`src/core/uv_ol_pkg.sv`:
```
/*
  Constants for the undervoltage force limit and overload timing block:
  register offsets, setting ranges, reset values and timing counts.
  Assumes a 40 MHz core clock and a 1 ms setting unit.
*/
package uv_ol_pkg;

  // ----------------------------------------------------------------
  // Widths
  // ----------------------------------------------------------------
  localparam int unsigned PCT_W = 7;
  localparam int unsigned TIME_W = 10;
  localparam int unsigned CUR_W = 10;
  localparam int unsigned NEV = 5;

  // ----------------------------------------------------------------
  // Timing
  // ----------------------------------------------------------------
  localparam int unsigned CLK_NS = 25;
  localparam int unsigned MS_NS = 1000000;
  localparam int unsigned CYC_PER_MS = MS_NS / CLK_NS;

  // ----------------------------------------------------------------
  // Register offsets
  // ----------------------------------------------------------------
  localparam logic [7:0] OFS_MODE = 8'h00;
  localparam logic [7:0] OFS_DIP = 8'h04;
  localparam logic [7:0] OFS_REL = 8'h08;
  localparam logic [7:0] OFS_HOLD = 8'h0c;
  localparam logic [7:0] OFS_WLVL = 8'h10;
  localparam logic [7:0] OFS_DERATE = 8'h14;
  localparam logic [7:0] OFS_RESTART = 8'h18;
  localparam logic [7:0] OFS_STATUS = 8'h1c;
  localparam logic [7:0] OFS_IRQ_STAT = 8'h20;
  localparam logic [7:0] OFS_IRQ_MASK = 8'h24;
  localparam logic [7:0] OFS_LIMIT = 8'h28;
  localparam logic [7:0] OFS_ACC = 8'h2c;

  // ----------------------------------------------------------------
  // Setting ranges and reset values
  // ----------------------------------------------------------------
  localparam logic [9:0] DIP_MIN = 10'h000;
  localparam logic [9:0] DIP_MAX = 10'h064;
  localparam logic [9:0] DIP_RST = 10'h032;
  localparam logic [9:0] REL_MIN = 10'h000;
  localparam logic [9:0] REL_MAX = 10'h3e8;
  localparam logic [9:0] REL_RST = 10'h064;
  localparam logic [9:0] HOLD_MIN = 10'h014;
  localparam logic [9:0] HOLD_MAX = 10'h3e8;
  localparam logic [9:0] HOLD_RST = 10'h014;
  localparam logic [9:0] WLVL_MIN = 10'h001;
  localparam logic [9:0] WLVL_MAX = 10'h064;
  localparam logic [9:0] WLVL_RST = 10'h014;
  localparam logic [9:0] DER_MIN = 10'h00a;
  localparam logic [9:0] DER_MAX = 10'h064;
  localparam logic [9:0] DER_RST = 10'h064;
  localparam logic [6:0] FULL_PCT = 7'h64;

  // ----------------------------------------------------------------
  // Fixed overload characteristic
  // ----------------------------------------------------------------
  localparam logic [23:0] OL_TRIP = 24'h0186a0;
  localparam logic [9:0] HI_PCT = 10'h12c;
  localparam logic [9:0] HI_MS = 10'h00a;

  // ----------------------------------------------------------------
  // Interrupt bits
  // ----------------------------------------------------------------
  localparam int unsigned EV_UV = 0;
  localparam int unsigned EV_OLW = 1;
  localparam int unsigned EV_LO = 2;
  localparam int unsigned EV_HI = 3;
  localparam int unsigned EV_CUT = 4;

  typedef enum logic [1:0] {UV_OFF, UV_HOST, UV_INT} uv_mode_t;
  typedef enum logic [1:0] {LIM_FREE, LIM_CLAMP, LIM_RELEASE} lim_state_t;

endpackage

```
`src/core/uv_ol_guard.sv`:
```
/*
  Undervoltage force limit, power cut hold and motor overload timing.
  Assumes a register port master on mclk, power stage pins that are
  asynchronous, and motor current already in mclk's domain.
*/
`timescale 1ns/1ps
module uv_ol_guard #(
  parameter int unsigned MS_CYCLES = uv_ol_pkg::CYC_PER_MS
)(
  // Clock and reset
  input  wire logic                          mclk,
  input  wire logic                          rst_b,
  // Register port
  input  wire logic [7:0]                    reg_addr,
  input  wire logic [31:0]                   reg_wdata,
  input  wire logic                          reg_wr,
  input  wire logic                          reg_rd,
  output logic      [31:0]                   reg_rdata,
  // Power stage pins
  input  wire logic                          uv_sense,
  input  wire logic                          mains_lost,
  // Current feedback, percent of motor base current
  input  wire logic [uv_ol_pkg::CUR_W-1:0]   motor_current_pct,
  // Drive outputs
  output logic      [uv_ol_pkg::PCT_W-1:0]   force_limit_pct,
  output logic                               uv_warn,
  output logic                               warn_n,
  output logic                               motor_power_en,
  output logic                               servo_ready,
  output logic                               irq
);
  import uv_ol_pkg::*;

  localparam int unsigned MSW = $clog2(MS_CYCLES + 1);

  function automatic logic [9:0] sat(input logic [31:0] v,
                                     input logic [9:0]  lo,
                                     input logic [9:0]  hi);
    if (v < 32'(lo))
      return lo;
    else if (v > 32'(hi))
      return hi;
    else
      return v[9:0];
  endfunction

  function automatic logic [6:0] ramp_pct(input logic [6:0] dip,
                                          input logic [9:0] el,
                                          input logic [9:0] rel);
    logic [16:0] span;
    span = 17'(FULL_PCT - dip) * 17'(el);
    return dip + 7'(span / 17'(rel));
  endfunction

  // ----------------------------------------------------------------
  // Reset release and millisecond tick
  // ----------------------------------------------------------------
  logic [1:0]     rst_sync_q;
  logic           rst_core_b;
  logic [MSW-1:0] ms_cnt_q;
  logic           ms_tick;

  always_ff @(posedge mclk or negedge rst_b)
    if (!rst_b)
      rst_sync_q <= 2'h0;
    else
      rst_sync_q <= {rst_sync_q[0], 1'b1};
  assign rst_core_b = rst_sync_q[1];

  assign ms_tick = (ms_cnt_q == MSW'(MS_CYCLES - 1));
  always_ff @(posedge mclk or negedge rst_core_b)
    if (!rst_core_b)
      ms_cnt_q <= '0;
    else if (ms_tick)
      ms_cnt_q <= '0;
    else
      ms_cnt_q <= ms_cnt_q + MSW'(1);

  // ----------------------------------------------------------------
  // Pin synchronisers: bit 0 undervoltage, bit 1 mains cut
  // ----------------------------------------------------------------
  logic [1:0] pin_s1_q;
  logic [1:0] pin_s2_q;
  logic [1:0] pin_s3_q;
  logic [1:0] pin_q;

  // Accept a change only once stages two and three agree
  always_ff @(posedge mclk or negedge rst_core_b)
    if (!rst_core_b)
    begin
      pin_s1_q <= 2'h0;
      pin_s2_q <= 2'h0;
      pin_s3_q <= 2'h0;
      pin_q <= 2'h0;
    end
    else
    begin
      pin_s1_q <= {mains_lost, uv_sense};
      pin_s2_q <= pin_s1_q;
      pin_s3_q <= pin_s2_q;
      pin_q <= (pin_s2_q & pin_s3_q) | (pin_q & (pin_s2_q | pin_s3_q));
    end

  // ----------------------------------------------------------------
  // Settings
  // ----------------------------------------------------------------
  logic [1:0]     mode_set_q;
  uv_mode_t       mode_q;
  logic [6:0]     dip_q;
  logic [9:0]     rel_q;
  logic [9:0]     hold_q;
  logic [6:0]     wlvl_q;
  logic [6:0]     der_set_q;
  logic [6:0]     der_q;
  logic [NEV-1:0] mask_q;
  logic           restart;

  assign restart = reg_wr && reg_addr == OFS_RESTART && reg_wdata[0];

  // Code 3 is not a mode, so such a write is dropped
  always_ff @(posedge mclk or negedge rst_core_b)
    if (!rst_core_b)
    begin
      mode_set_q <= 2'h0;
      dip_q <= DIP_RST[6:0];
      rel_q <= REL_RST;
      hold_q <= HOLD_RST;
      wlvl_q <= WLVL_RST[6:0];
      der_set_q <= DER_RST[6:0];
      mask_q <= '0;
    end
    else if (reg_wr)
    begin
      unique case (reg_addr)
        OFS_MODE:
          if (reg_wdata[1:0] != 2'h3)
            mode_set_q <= reg_wdata[1:0];
        OFS_DIP:      dip_q <= 7'(sat(reg_wdata, DIP_MIN, DIP_MAX));
        OFS_REL:      rel_q <= sat(reg_wdata, REL_MIN, REL_MAX);
        OFS_HOLD:     hold_q <= sat(reg_wdata, HOLD_MIN, HOLD_MAX);
        OFS_WLVL:     wlvl_q <= 7'(sat(reg_wdata, WLVL_MIN, WLVL_MAX));
        OFS_DERATE:   der_set_q <= 7'(sat(reg_wdata, DER_MIN, DER_MAX));
        OFS_IRQ_MASK: mask_q <= reg_wdata[NEV-1:0];
        default:      ;
      endcase
    end

  // Mode and derating reach the logic only at restart
  always_ff @(posedge mclk or negedge rst_core_b)
    if (!rst_core_b)
    begin
      mode_q <= UV_OFF;
      der_q <= DER_RST[6:0];
    end
    else if (restart)
    begin
      mode_q <= uv_mode_t'(mode_set_q);
      der_q <= der_set_q;
    end

  // ----------------------------------------------------------------
  // Undervoltage warning and force limit
  // ----------------------------------------------------------------
  lim_state_t lim_q;
  logic [9:0] el_q;
  logic [9:0] el_nx;

  always_ff @(posedge mclk or negedge rst_core_b)
    if (!rst_core_b)
      uv_warn <= 1'b0;
    else
      uv_warn <= pin_q[0] && mode_q != UV_OFF;

  assign el_nx = el_q + 10'h001;

  // Host mode leaves the limit at full scale; the host clamps
  always_ff @(posedge mclk or negedge rst_core_b)
    if (!rst_core_b)
    begin
      lim_q <= LIM_FREE;
      el_q <= 10'h000;
      force_limit_pct <= FULL_PCT;
    end
    else if (mode_q != UV_INT)
    begin
      lim_q <= LIM_FREE;
      force_limit_pct <= FULL_PCT;
    end
    else
    begin
      unique case (lim_q)
        LIM_FREE:
          if (uv_warn)
          begin
            lim_q <= LIM_CLAMP;
            force_limit_pct <= dip_q;
          end
        LIM_CLAMP:
          if (uv_warn)
            force_limit_pct <= dip_q;
          else if (rel_q == 10'h000)
          begin
            lim_q <= LIM_FREE;
            force_limit_pct <= FULL_PCT;
          end
          else
          begin
            lim_q <= LIM_RELEASE;
            el_q <= 10'h000;
          end
        LIM_RELEASE:
          if (uv_warn)
          begin
            lim_q <= LIM_CLAMP;
            force_limit_pct <= dip_q;
          end
          else if (ms_tick && el_nx >= rel_q)
          begin
            lim_q <= LIM_FREE;
            force_limit_pct <= FULL_PCT;
          end
          else if (ms_tick)
          begin
            el_q <= el_nx;
            force_limit_pct <= ramp_pct(dip_q, el_nx, rel_q);
          end
      endcase
    end

  // ----------------------------------------------------------------
  // Mains cut hold
  // ----------------------------------------------------------------
  logic [10:0] cut_ms_q;
  logic        cut_long;

  assign cut_long = pin_q[1] && cut_ms_q > {1'b0, hold_q};

  // Resolution is one tick; a cut may start mid-millisecond
  always_ff @(posedge mclk or negedge rst_core_b)
    if (!rst_core_b)
      cut_ms_q <= 11'h000;
    else if (!pin_q[1])
      cut_ms_q <= 11'h000;
    else if (ms_tick && cut_ms_q != 11'h7ff)
      cut_ms_q <= cut_ms_q + 11'h001;

  always_ff @(posedge mclk or negedge rst_core_b)
    if (!rst_core_b)
      motor_power_en <= 1'b1;
    else if (cut_long)
      motor_power_en <= 1'b0;
    else if (!pin_q[1])
      motor_power_en <= 1'b1;

  // ----------------------------------------------------------------
  // Overload accumulation
  // ----------------------------------------------------------------
  logic [23:0] acc_q;
  logic [9:0]  der_w;
  logic [23:0] diff;
  logic        over;
  logic        warn_hit;
  logic        lo_alarm_q;
  logic        hi_alarm_q;
  logic        ol_warn_q;
  logic [9:0]  hi_ms_q;

  assign der_w = {3'h0, der_q};
  assign over = motor_current_pct > der_w;
  assign diff = over ? 24'(motor_current_pct - der_w)
                     : 24'(der_w - motor_current_pct);
  // Warning is a fraction of the same trip, so derating moves both
  assign warn_hit = 32'(acc_q) * 32'd100 >= 32'(OL_TRIP) * 32'(wlvl_q);

  // Cooling runs at the margin below the derated base
  always_ff @(posedge mclk or negedge rst_core_b)
    if (!rst_core_b)
      acc_q <= 24'h000000;
    else if (restart)
      acc_q <= 24'h000000;
    else if (ms_tick && over)
      acc_q <= (acc_q + diff > OL_TRIP) ? OL_TRIP : acc_q + diff;
    else if (ms_tick)
      acc_q <= (acc_q > diff) ? acc_q - diff : 24'h000000;

  always_ff @(posedge mclk or negedge rst_core_b)
    if (!rst_core_b)
    begin
      ol_warn_q <= 1'b0;
      warn_n <= 1'b1;
    end
    else
    begin
      ol_warn_q <= warn_hit;
      warn_n <= !warn_hit;
    end

  // Alarms hold until restart
  always_ff @(posedge mclk or negedge rst_core_b)
    if (!rst_core_b)
      lo_alarm_q <= 1'b0;
    else if (restart)
      lo_alarm_q <= 1'b0;
    else if (acc_q >= OL_TRIP)
      lo_alarm_q <= 1'b1;

  always_ff @(posedge mclk or negedge rst_core_b)
    if (!rst_core_b)
      hi_ms_q <= 10'h000;
    else if (motor_current_pct < HI_PCT)
      hi_ms_q <= 10'h000;
    else if (ms_tick && hi_ms_q != HI_MS)
      hi_ms_q <= hi_ms_q + 10'h001;

  always_ff @(posedge mclk or negedge rst_core_b)
    if (!rst_core_b)
      hi_alarm_q <= 1'b0;
    else if (restart)
      hi_alarm_q <= 1'b0;
    else if (hi_ms_q == HI_MS)
      hi_alarm_q <= 1'b1;

  always_ff @(posedge mclk or negedge rst_core_b)
    if (!rst_core_b)
      servo_ready <= 1'b0;
    else
      servo_ready <= motor_power_en && !lo_alarm_q && !hi_alarm_q;

  // ----------------------------------------------------------------
  // Interrupts
  // ----------------------------------------------------------------
  logic [NEV-1:0] ev;
  logic [NEV-1:0] ev_lvl_q;
  logic [NEV-1:0] stat_q;
  logic [NEV-1:0] clr;

  assign ev = {!motor_power_en, hi_alarm_q, lo_alarm_q, ol_warn_q, uv_warn};
  assign clr = (reg_wr && reg_addr == OFS_IRQ_STAT)
             ? reg_wdata[NEV-1:0] : '0;

  // A new event wins over a clear in the same cycle
  always_ff @(posedge mclk or negedge rst_core_b)
    if (!rst_core_b)
    begin
      ev_lvl_q <= '0;
      stat_q <= '0;
    end
    else
    begin
      ev_lvl_q <= ev;
      stat_q <= (stat_q & ~clr) | (ev & ~ev_lvl_q);
    end

  assign irq = |(stat_q & mask_q);

  // ----------------------------------------------------------------
  // Read port
  // ----------------------------------------------------------------
  logic [31:0] rmux;

  always_comb
  begin
    rmux = 32'h0;
    unique case (reg_addr)
      OFS_MODE:     rmux = {30'h0, mode_set_q};
      OFS_DIP:      rmux = {25'h0, dip_q};
      OFS_REL:      rmux = {22'h0, rel_q};
      OFS_HOLD:     rmux = {22'h0, hold_q};
      OFS_WLVL:     rmux = {25'h0, wlvl_q};
      OFS_DERATE:   rmux = {25'h0, der_set_q};
      OFS_STATUS:   rmux = {24'h0, mode_q, servo_ready, motor_power_en,
                            hi_alarm_q, lo_alarm_q, ol_warn_q, uv_warn};
      OFS_IRQ_STAT: rmux = {27'h0, stat_q};
      OFS_IRQ_MASK: rmux = {27'h0, mask_q};
      OFS_LIMIT:    rmux = {25'h0, force_limit_pct};
      OFS_ACC:      rmux = {8'h0, acc_q};
      default:      rmux = 32'h0;
    endcase
  end

  always_ff @(posedge mclk or negedge rst_core_b)
    if (!rst_core_b)
      reg_rdata <= 32'h0;
    else
      reg_rdata <= reg_rd ? rmux : 32'h0;
endmodule

```
`config.mk`:
```
export PLATFORM = sky130hd
export DESIGN_NAME = uv_ol_guard
export DESIGN_NICKNAME = d
export VERILOG_FILES = /design/src/core/uv_ol_pkg.sv /design/src/core/uv_ol_guard.sv
export SDC_FILE = /design/constraint.sdc
export NUM_CORES = 1
export LEC_CHECK = 0
export BUFFER_PORTS_ARGS = -buffer_cell sky130_fd_sc_hd__buf_2
export CORE_UTILIZATION = 55
export DETAILED_ROUTE_END_ITERATION = 8
export PLACE_DENSITY_LB_ADDON = 0.08
export RECOVER_POWER = 25
export REMOVE_ABC_BUFFERS = 1
export SLEW_MARGIN = 20
export SYNTH_ARGS = -nofsm -noshare
export SYNTH_HDL_FRONTEND = slang
export SYNTH_SLANG_ARGS = --single-unit
```
`constraint.sdc`:
```
create_clock -name mclk -period 7.8 [get_ports mclk]
set_clock_uncertainty 0.15 [all_clocks]
set_input_delay 1.56 -clock mclk [delete_from_list [all_inputs] [get_ports mclk]]
set_output_delay 1.56 -clock mclk [all_outputs]
set_load 0.005 [all_outputs]
```
# After elaboration in Yosys (flattened, before gate mapping)
# Index checks and enable logic that the tools add are counted.
[word_totals] reg_bits=196 latch_bits=0 mem_bits_rw=0 mem_bits_ro=0 out_inout_bits=44 n_memories=0
[op_classes] add_sub_neg=10 mul=3 div_mod_pow=1 order_cmp=14 eq_ne=31 shifts=0 mux=48 bitwise_logic=11 reduce_logical=35
[ops] cell="$pmux 24 s11" n=1
[ops] cell="$mux 24" n=6
[ops] cell="$mux 10" n=10
[ops] cell="$mux 7" n=11
[ops] cell="$lt 32x1->1 const B" n=2
[ops] cell="$eq 8x5->1 const B" n=4
[ops] cell="$eq 8x6->1 const B" n=4
[ops] cell="$gt 32x10->1 const B" n=1
[ops] cell="$gt 32x7->1 const B" n=1
[ops] cell="$lt 32x4->1 const B" n=1
[ops] cell="$lt 32x5->1 const B" n=1
[ops] cell="$mux 32" n=1
[ops] cell="$ge 31x24->1" n=1
[ops] cell="$mul 24x5->29 const B" n=1
[ops] cell="$add 24x24->24" n=1
[ops] cell="$ge 24x17->1 const B" n=1
[ops] cell="$gt 24x17->1 const B" n=1
[ops] cell="$gt 24x24->1" n=1
[ops] cell="$sub 24x24->24" n=1
[ops] cell="$mux 11" n=2
[ops] cell="$pmux 7 s3" n=1
[ops] cell="$add 10x1->10 const B" n=2
[ops] cell="$pmux 10 s2" n=1
[ops] cell="$mul 12x7->19 const A" n=1
[ops] cell="47 further kinds" n=96

# Logic depth before layout (Yosys ltp)
# Gate-level depths: netlist of run 1.
[logic_depth] ltp_word=9 ltp_mapped=216 depth_no_buf=205

# Least setup slack after synthesis of run 1
# Ideal clock, no wire load.
[synth_timing] path_type="register to register" startpoint="register dip_q[0]" endpoint="register force_limit_pct[6] (netlist name)" setup_ps=73 arrival_time_ps=39962 setup_slack_ps=-32385 stages_incl_launch_ff=200 cell_sequence="dfrtp_1 clkbuf_1 inv_1 ha_1 nor2b_1 o31ai_1 xor2_1 nand2_1 fa_1 fa_1 inv_1 fa_1 inv_1 fa_1 inv_1 ha_1 o21ai_0 o21ai_1 (+164 left out) o21ai_0 nand2b_1 a2111oi_0 nand4_1 or4_1 ha_1 inv_1 fa_1 nor2b_1 o21ai_0 nand2b_1 a21o_1 a21oi_1 xor2_1 xnor2_1 a21boi_0 o22ai_1 a21oi_1"
[synth_via] elab_chain_len=9
[synth_lines] item="from (decl)" line="uv_ol_guard.sv:109" source="logic [6:0] dip_q;"
[synth_lines] item="from (signal assigned)" line="uv_ol_guard.sv:125" source="dip_q <= DIP_RST[6:0];"
[synth_lines] item="from (signal assigned)" line="uv_ol_guard.sv:138" source="OFS_DIP: dip_q <= 7'(sat(reg_wdata, DIP_MIN, DIP_MAX));"
[synth_lines] item="$sub 7x7->8" line="uv_ol_guard.sv:51" source="span = 17'(FULL_PCT - dip) * 17'(el);"
[synth_lines] item="$mul 8x11->17" line="uv_ol_guard.sv:51"
[synth_lines] item="$div 17x10->17" line="uv_ol_guard.sv:52" source="return dip + 7'(span / 17'(rel));"
[synth_lines] item="$add 7x7->7 *" line="uv_ol_guard.sv:52"
[synth_lines] item="$mux 7 *" line="uv_ol_guard.sv:222" source="else if (ms_tick)"
[synth_lines] item="$mux 7 *" line="uv_ol_guard.sv:217" source="else if (ms_tick && el_nx >= rel_q)"
[synth_lines] item="$mux 7 *" line="uv_ol_guard.sv:212" source="if (uv_warn)"
[synth_lines] item="$pmux 7 s3 *" line="uv_ol_guard.sv:191" source="unique case (lim_q)"
[synth_lines] item="$mux 7 *" line="uv_ol_guard.sv:184" source="else if (mode_q != UV_INT)"
[synth_lines] item="to (signal assigned)" line="uv_ol_guard.sv:196" source="force_limit_pct <= dip_q;"
[synth_lines] item="to (signal assigned)" line="uv_ol_guard.sv:215" source="force_limit_pct <= dip_q;"
[synth_lines] item="to (signal assigned)" line="uv_ol_guard.sv:225" source="force_limit_pct <= ramp_pct(dip_q, el_nx, rel_q);"
[synth_lines] item="to (decl)" line="uv_ol_guard.sv:25" source="output logic [uv_ol_pkg::PCT_W-1:0] force_limit_pct,"
# Mark *: on every way between the ends. The rest lies on a longest branch, timed or not. The select of a mux whose other input is x is not followed.
# A chain may end at the register's enable or synchronous reset.

# Worst setup path after layout of run 1
[layout_timing] startpoint="register dip_q[1]" endpoint="register force_limit_pct[6] (netlist name)"
# Same word-level chain as after synthesis.

==> PnR_summary.wiki, run 1 <==
{| class="wikitable"
! Metric !! Value
|-
| ANT nets after route || 0
|-
| Violated checks || max-capacitance violations, max-slew violations, negative setup slack
|-
| Top-area cell type share of the netlist area || approximately a fifth
|-
| Hold Fails Final Rpt || 0
|-
| Core Region || between 40000 and 50000 sq um
|-
| Number of buffers added on ports || 91
|-
| Hold EP || pin_s2_q[1]
|-
| Top flip-flop cell by instance count after synthesis || sky130_fd_sc_hd__dfrtp_1
|-
| Fmax achieved || 27.5 MHz
|-
| Root cell of the clock tree || sky130_fd_sc_hd__clkbuf_16
|-
| GR met3 Demand/Resource || 5.57%
|-
| CTS clk-pin slew, worst paths || 80 ps
|-
| I/O pin total || 100
|-
| Total congestion overflow after global routing || 0
|-
| Layout area overhead || 33.7%
|-
| Most used routing layer in global routing || met2
|-
| Measured slew at the worst slew-check pin || just under 3000 ps
|-
| Clock Sink Count || 188
|-
| Maximum clock insertion buffer count || 2
|-
| Wire length of the first global-routing pass || approximately 130 mm
|-
| GR Layer Usage met2 || between 50% and 60%
|-
| Met1 Use GR || a little under half
|-
| Type of origin of the critical path || flip-flop
|-
| TritonCTS Buffers || 17
|-
| GR Util All Layers || 34.5%
|-
| Effective utilization at floorplan || 55.7%
|-
| Top cell types by occurrence after synthesis || sky130_fd_sc_hd__ha_1 (428), sky130_fd_sc_hd__inv_1 (359), sky130_fd_sc_hd__nor2_1 (261)
|-
| Async SR Flop Fraction || 100%
|-
| Number of endpoints failing setup at the final stage || 7
|-
| Half-perimeter wire length after placement || ~63 mm
|-
| Status || finished with violations
|-
| First-pass DRT Iterations || 6
|-
| Number of global-route vias before repair || roughly 26000
|-
| Flop2flop setup slack || -28580 ps
|-
| Path type of the worst min-delay path || reg -> reg
|-
| Number of H-tree levels || 4
|-
| FF-to-FF End || force_limit_pct[6]
|-
| Worst-path fanout max || 7
|-
| Average instance area after synthesis || a little over 8 sq um
|-
| Register-to-Register Path Depth || roughly 200
|-
| WHS || 205 ps
|-
| Hold depth || 0
|-
| Start point of the worst hold path || pin_s1_q[1]
|-
| Number of max-cap violations || 2
|-
| Height of the chip || 216 microns
|-
| Portion of the post-synthesis area used by sequential elements || 18.7%
|-
| Count of vias placed by the detailed router || about 26000
|-
| Highest cell delay on the worst timing path || 580 ps
|-
| Clock insertion delay at the later pin of the skew report || between 400 and 500 ps
|-
| Final period demand of the worst path || 36380 ps
|-
| Cell type contributing the most total cell area after synthesis || sky130_fd_sc_hd__ha_1
|-
| Average routed wire per standard cell || approximately 19 microns
|-
| RD Place Congestion || about 1.0
|-
| Distinct cells, synth || 91
|-
| Row count || 78
|-
| Setup CP Type || reg -> reg
|-
| TritonCTS clock tree || built
|-
| Yosys Warn Count || 0
|-
| Die outline area || 46800 sq um
|-
| Post-synth EDFFs || 0
|-
| Most instantiated library cell after synthesis || sky130_fd_sc_hd__ha_1
|-
| Layout cell share with drive strength beyond 1 || 30.4%
|-
| Startpoint of the worst-slack reg-to-reg timing path || dip_q[1]
|-
| Crit path required time || between 8000 and 9000 ps
|-
| Number of instances in the synthesized netlist || approximately 3100
|-
| Share of the clock period used by the worst path || 466%
|-
| Maximum number of pins on one net before global-route repair || 74
|-
| Post-DR vias/cell || 5.85
|-
| Number of antenna violations at the first check in global routing || 6
|-
| Number of remaining DRC errors || 0
|-
| Chip width || ~220 microns
|-
| Data arrival time of the critical path || between 30000 and 40000 ps
|-
| Nets@finish || around 4400
|-
| Number of DRC markers after the initial detailed-route iteration || around 1800
|-
| Filler cells || approximately 3400
|-
| Netlist Area Pre-Place || between 20000 and 30000 sq um
|-
| Number of synthesized register bits || around 190
|-
| Crit-path most repeated cell || sky130_fd_sc_hd__o21a_1
|-
| Setup slack after layout || -28580 ps
|-
| Worst Setup End Kind || flip-flop
|-
| RSZ-0062 raised after global routing || yes
|-
| Max Transition Viols Final || 97
|-
| Final wirelength || 83.4 mm
|-
| Max_slew headroom || -95.3%
|-
| Master of the slowest instance on the critical path || sky130_fd_sc_hd__or4_4
|-
| Synth top area cells || sky130_fd_sc_hd__ha_1 (21%), sky130_fd_sc_hd__dfrtp_1 (17%), sky130_fd_sc_hd__fa_1 (6.3%)
|}
==> cell type report <==
type | count | area (sq um) | share of cell area (%)
repair buffers | 808 | 5910 | 17.5
clock inverters | 14 | 184 | 0.544
multi-input cells | 2477 | 20400 | 60.5
inverters | 361 | 1360 | 4.01
clock buffers | 18 | 439 | 1.30
diodes | 2 | 5.00 | 0.0148
well taps | 600 | 751 | 2.22
flip-flops and latches | 188 | 4730 | 14.0
==> through the flow <==
| stage | utilization [%] | setup slack [ps] | TNS, ps | std cells | area (sq um) |
|---|---|---|---|---|---|
| after detailed placement | 67.4 | -30850 | -216490 | 4299 | 30600 |
| after global routing | 74.5 | -30260 | -207510 | 4468 | 33800 |
| after floorplan | - | -32810 | -235030 | 3026 | 25000 |
| after global placement | 67.4 | -29290 | -205100 | 4299 | 30600 |
| after CTS | 72.1 | -27880 | -191630 | 4414 | 32700 |
| final | 74.5 | -28580 | -196240 | 4468 | 33800 |
==> registers in the layout, summed over array words and instances (netlist names), 5 cells and up <==
signal	count
ms_cnt_q	16
force_limit_pct	7
el_q	10
der_set_q	7
wlvl_q	7
der_q	7
dip_q	7
cut_ms_q	11
ev_lvl_q	5
hold_q	10
mask_q	5
stat_q	5
reg_rdata	24
rel_q	10
acc_q	24
hi_ms_q	10
==> routing by layer <==
metal | wire length, microns | vias up
li1 | - | 12400
met1 | 36300 | 12600
met2 | 38900 | 939
met3 | 5570 | 193
met4 | 2590 | 8
met5 | 62 | -
==> worst max-delay path, delay by kind of cell (launching register included) <==
kind                     cells  cell delay (ps)
AND/OR/NAND/NOR             45             7100
multiplexers                 6             1670
AO/OA/AOI/OAI               91            14810
flip-flops                   1              550
XOR/XNOR                     5              840
adder cells (fa/ha/maj)     25             7400
buffers and inverters       33             3720
==> cells by family (layout without fill, tap and decap cells) <==
group / after synthesis / after routing / share of synthesized area (%)
AOI/OAI and AO/OA: 809 / 809 / 21.0
and+or+nand+nor: 913 / 913 / 17.3
other: 2 / 11 / 0.0297
buffers and inverters: 441 / 1201 / 6.69
DFF: 188 / 188 / 18.7
xor gates and xnor gates: 171 / 171 / 5.92
adders and majority gates: 510 / 510 / 27.6
muxes: 65 / 65 / 2.82
==> worst max-delay path by stage <==
stage / start / to / slack (ps) / depth (start not counted)
2_1_floorplan: dip_q[0] / force_limit_pct[6] / -32810 / 189
3_3_place_gp: dip_q[0] / force_limit_pct[6] / -29290 / 194
3_5_place_dp: dip_q[0] / force_limit_pct[6] / -30850 / 196
4_1_cts: dip_q[1] / force_limit_pct[6] / -27880 / 200
5_1_grt: dip_q[1] / force_limit_pct[6] / -30260 / 200
6_report: dip_q[1] / force_limit_pct[6] / -28580 / 205
==> repair_timing <==
item,CTS,global route
gates resized for setup,212,146
setup buffers,84,53
endpoints found under the setup margin,7,25
hold buffers,0,0
pin swaps,176,162
hold endpoints to repair,0,0
gates cloned,1,0
==> placed cells by master, fill, tap and decap left out, types with 29 or more instances in the layout <==
cell type,netlist,routed
sky130_fd_sc_hd__buf_4,8,693
sky130_fd_sc_hd__nand3_1,41,40
sky130_fd_sc_hd__nand2b_1,39,39
sky130_fd_sc_hd__mux2_2,45,39
sky130_fd_sc_hd__o21bai_1,30,29
sky130_fd_sc_hd__a21o_1,76,76
sky130_fd_sc_hd__nand4_1,32,32
sky130_fd_sc_hd__o21ai_0,198,166
sky130_fd_sc_hd__xor2_1,57,49
sky130_fd_sc_hd__and2_1,34,32
sky130_fd_sc_hd__nor3_1,93,89
sky130_fd_sc_hd__a21oi_1,169,134
sky130_fd_sc_hd__ha_1,428,394
sky130_fd_sc_hd__fa_1,80,71
sky130_fd_sc_hd__xnor2_1,114,107
sky130_fd_sc_hd__a21oi_2,0,30
sky130_fd_sc_hd__nor2b_1,39,31
sky130_fd_sc_hd__dfrtp_1,167,166
sky130_fd_sc_hd__ha_4,0,31
sky130_fd_sc_hd__a22oi_1,36,31
sky130_fd_sc_hd__nand2_1,245,232
sky130_fd_sc_hd__inv_1,359,340
sky130_fd_sc_hd__o21a_1,88,86
sky130_fd_sc_hd__nor2_1,261,239
sky130_fd_sc_hd__buf_2,4,91
Power of run 1 is left out: the tool's default activity adds up to more than one toggle a clock period on the data nets, which glitch-free logic cannot reach.
==> run 2, diff against run 1 <==
CORE_UTILIZATION = 50   (was 55)
==> PnR_summary.wiki, run 2 (synthesized netlist as in run 1, its figures left out) <==
{| class="wikitable"
! Metric !! Value
|-
| Data arrival time of the critical path || 36450 ps
|-
| Crit-path most repeated cell || sky130_fd_sc_hd__buf_4
|-
| GR Util All Layers || 32.5%
|-
| Post-Place Cells || around 4400
|-
| Violated checks || max-capacitance violations, max-slew violations, negative setup slack
|-
| Path type of the worst min-delay path || reg -> reg
|-
| Crit path required time || slightly above 8000 ps
|-
| Max Transition Viols Final || 189
|-
| Number of DRC markers after the initial detailed-route iteration || 1706
|-
| Start point of the worst hold path || rst_sync_q[0]
|-
| Number of antenna violations at the first check in global routing || 8
|-
| Master of the slowest instance on the critical path || sky130_fd_sc_hd__dfstp_2
|-
| Startpoint of the worst-slack reg-to-reg timing path || dip_q[1]
|-
| Total congestion overflow after global routing || 0
|-
| Post-cts hold buffer count || 0
|-
| Hold Fails Final Rpt || 0
|-
| Number of remaining DRC errors || 0
|-
| Core Region || ~50000 sq um
|-
| Number of standard cells in the layout, taps in and fillers out || about 4700
|-
| Wire length of the first global-routing pass || approximately 130 mm
|-
| First-pass DRT Iterations || 6
|-
| Status || finished with violations
|-
| Clock insertion delay at the later pin of the skew report || 480 ps
|-
| Setup CP Type || reg -> reg
|-
| Worst Setup End Kind || flip-flop
|-
| Type of origin of the critical path || flip-flop
|-
| Max_slew headroom || -111%
|-
| ANT nets after route || 0
|-
| Post-DR vias/cell || 5.63
|-
| Final wirelength || around 86 mm
|-
| Fmax achieved || between 20 and 30 MHz
|-
| RD Place Congestion || 0.980
|-
| CTS clk-pin slew, worst paths || roughly 80 ps
|-
| Highest cell delay on the worst timing path || 560 ps
|-
| Final Core Density || around 69%
|-
| Most frequent cells in the layout || sky130_fd_sc_hd__buf_4 (812), sky130_fd_sc_hd__ha_1 (400), sky130_fd_sc_hd__inv_1 (344)
|-
| Setup slack after layout || -28390 ps
|-
| Share of the clock period used by the worst path || 464%
|-
| Layout area overhead || 37.4%
|-
| Number of max-cap violations || 2
|-
| Number of endpoints failing setup at the final stage || 7
|-
| Crit path launch || dip_q[1]
|-
| Most frequent standard cell in the layout excluding fill and tap cells || sky130_fd_sc_hd__buf_4
|-
| Largest registers || acc_q: 24 flops, reg_rdata: 24 flops, ms_cnt_q: 16 flops
|-
| Nets@finish || 4540
|-
| Total Negative Setup Slacks || -195770 ps
|-
| Chip width || roughly 230 microns
|-
| I/O pin total || 100
|-
| Cell area after layout || approximately 35000 sq um
|-
| Layout cell share with drive strength beyond 1 || between 30% and 40%
|-
| Number of H-tree levels || 4
|-
| Measured slew at the worst slew-check pin || roughly 3200 ps
|-
| Count of vias placed by the detailed router || roughly 26000
|-
| TritonCTS Buffers || 17
|-
| TritonCTS clock tree || built
|-
| Average routed wire per standard cell || between 15 and 20 microns
|-
| Maximum clock insertion buffer count || 2
|-
| Post-DP Area || around 31000 sq um
|-
| Die outline area || between 50000 and 60000 sq um
|-
| Effective utilization at floorplan || 50.5%
|-
| Clock Sink Count || approximately 190
|-
| RSZ-0062 raised after global routing || yes
|-
| Worst-path fanout max || 8
|-
| Row count || 82
|-
| Maximum number of pins on one net before global-route repair || around 130
|-
| Height of the chip || about 230 microns
|-
| Number of buffers added on ports || 91
|-
| Root cell of the clock tree || sky130_fd_sc_hd__clkbuf_16
|-
| Number of global-route vias before repair || 25900
|-
| Final period demand of the worst path || roughly 36000 ps
|-
| Half-perimeter wire length after placement || around 64 mm
|}
run 2: cell types whose count changed in the layout (fill, tap and decap cells not counted), moves of 4 or more:
| cell | previous run | this run |
|---|---|---|
| sky130_fd_sc_hd__inv_1 | 340 | 344 |
| sky130_fd_sc_hd__fa_1 | 71 | 77 |
| sky130_fd_sc_hd__buf_4 | 693 | 812 |
| sky130_fd_sc_hd__fa_2 | 9 | 3 |
| sky130_fd_sc_hd__xnor2_1 | 107 | 111 |
| sky130_fd_sc_hd__ha_1 | 394 | 400 |
| sky130_fd_sc_hd__o21ai_0 | 166 | 161 |
| sky130_fd_sc_hd__inv_2 | 21 | 15 |
| sky130_fd_sc_hd__ha_4 | 31 | 27 |
run 2: path summary, 6_finish.rpt:
kind                                       to  slack [ps]  cells after the start
min reg2reg                     rst_sync_q[1]         200                      0
max in group asynchronous             el_q[3]        2260                      1
max                        force_limit_pct[6]      -28390                    215
min in group asynchronous       rst_sync_q[0]         690                      1
min                             rst_sync_q[1]         200                      0
max reg2reg                force_limit_pct[6]      -28390                    215
run 2: cell type report:
class | count | area (sq um)
clock inverters | 14 | 165
well taps | 672 | 841
diodes | 3 | 7.51
inverters | 361 | 1360
fillers | 4082 | 15300
repair buffers | 931 | 6880
clock buffers | 18 | 439
multi-input cells | 2477 | 20300
flip-flops and latches | 188 | 4730
run 2: critical path: cells and delay by family (launching register included):
kind / cells / cell delay, ps
multiplexers: 6 / 1530
XOR/XNOR: 4 / 660
buffers and inverters: 51 / 6210
AO/OA/AOI/OAI: 89 / 14190
AND/OR/NAND/NOR: 42 / 5690
adder cells (fa/ha/maj): 23 / 7040
flip-flops: 1 / 560
run 2: stage by stage:
stage / setup slack [ps] / hold slack (ps)
2_1_floorplan: -32810 / 181
3_3_place_gp: -29420 / 184
3_5_place_dp: -30700 / 186
4_1_cts: -27720 / 204
5_1_grt: -30120 / 212
6_report: -28390 / 203
run 2: layer usage:
layer / track usage (%) / vias up / share of wire (%)
met5: 0 / - / 0.050
met4: 9.57 / 6 / 2.7
met3: 4.83 / 176 / 5.7
met2: 52.9 / 817 / 46
met1: 44.3 / 12600 / 45
li1: - / 12600 / -
run 2: what timing repair did:
action / CTS / global route
resized for setup: 191 / 152
cloned: 1 / 0
pin swaps: 156 / 108
buffers inserted: 216 / 39
endpoints found under the setup margin: 7 / 26
Power of run 2 is left out for the same reason.
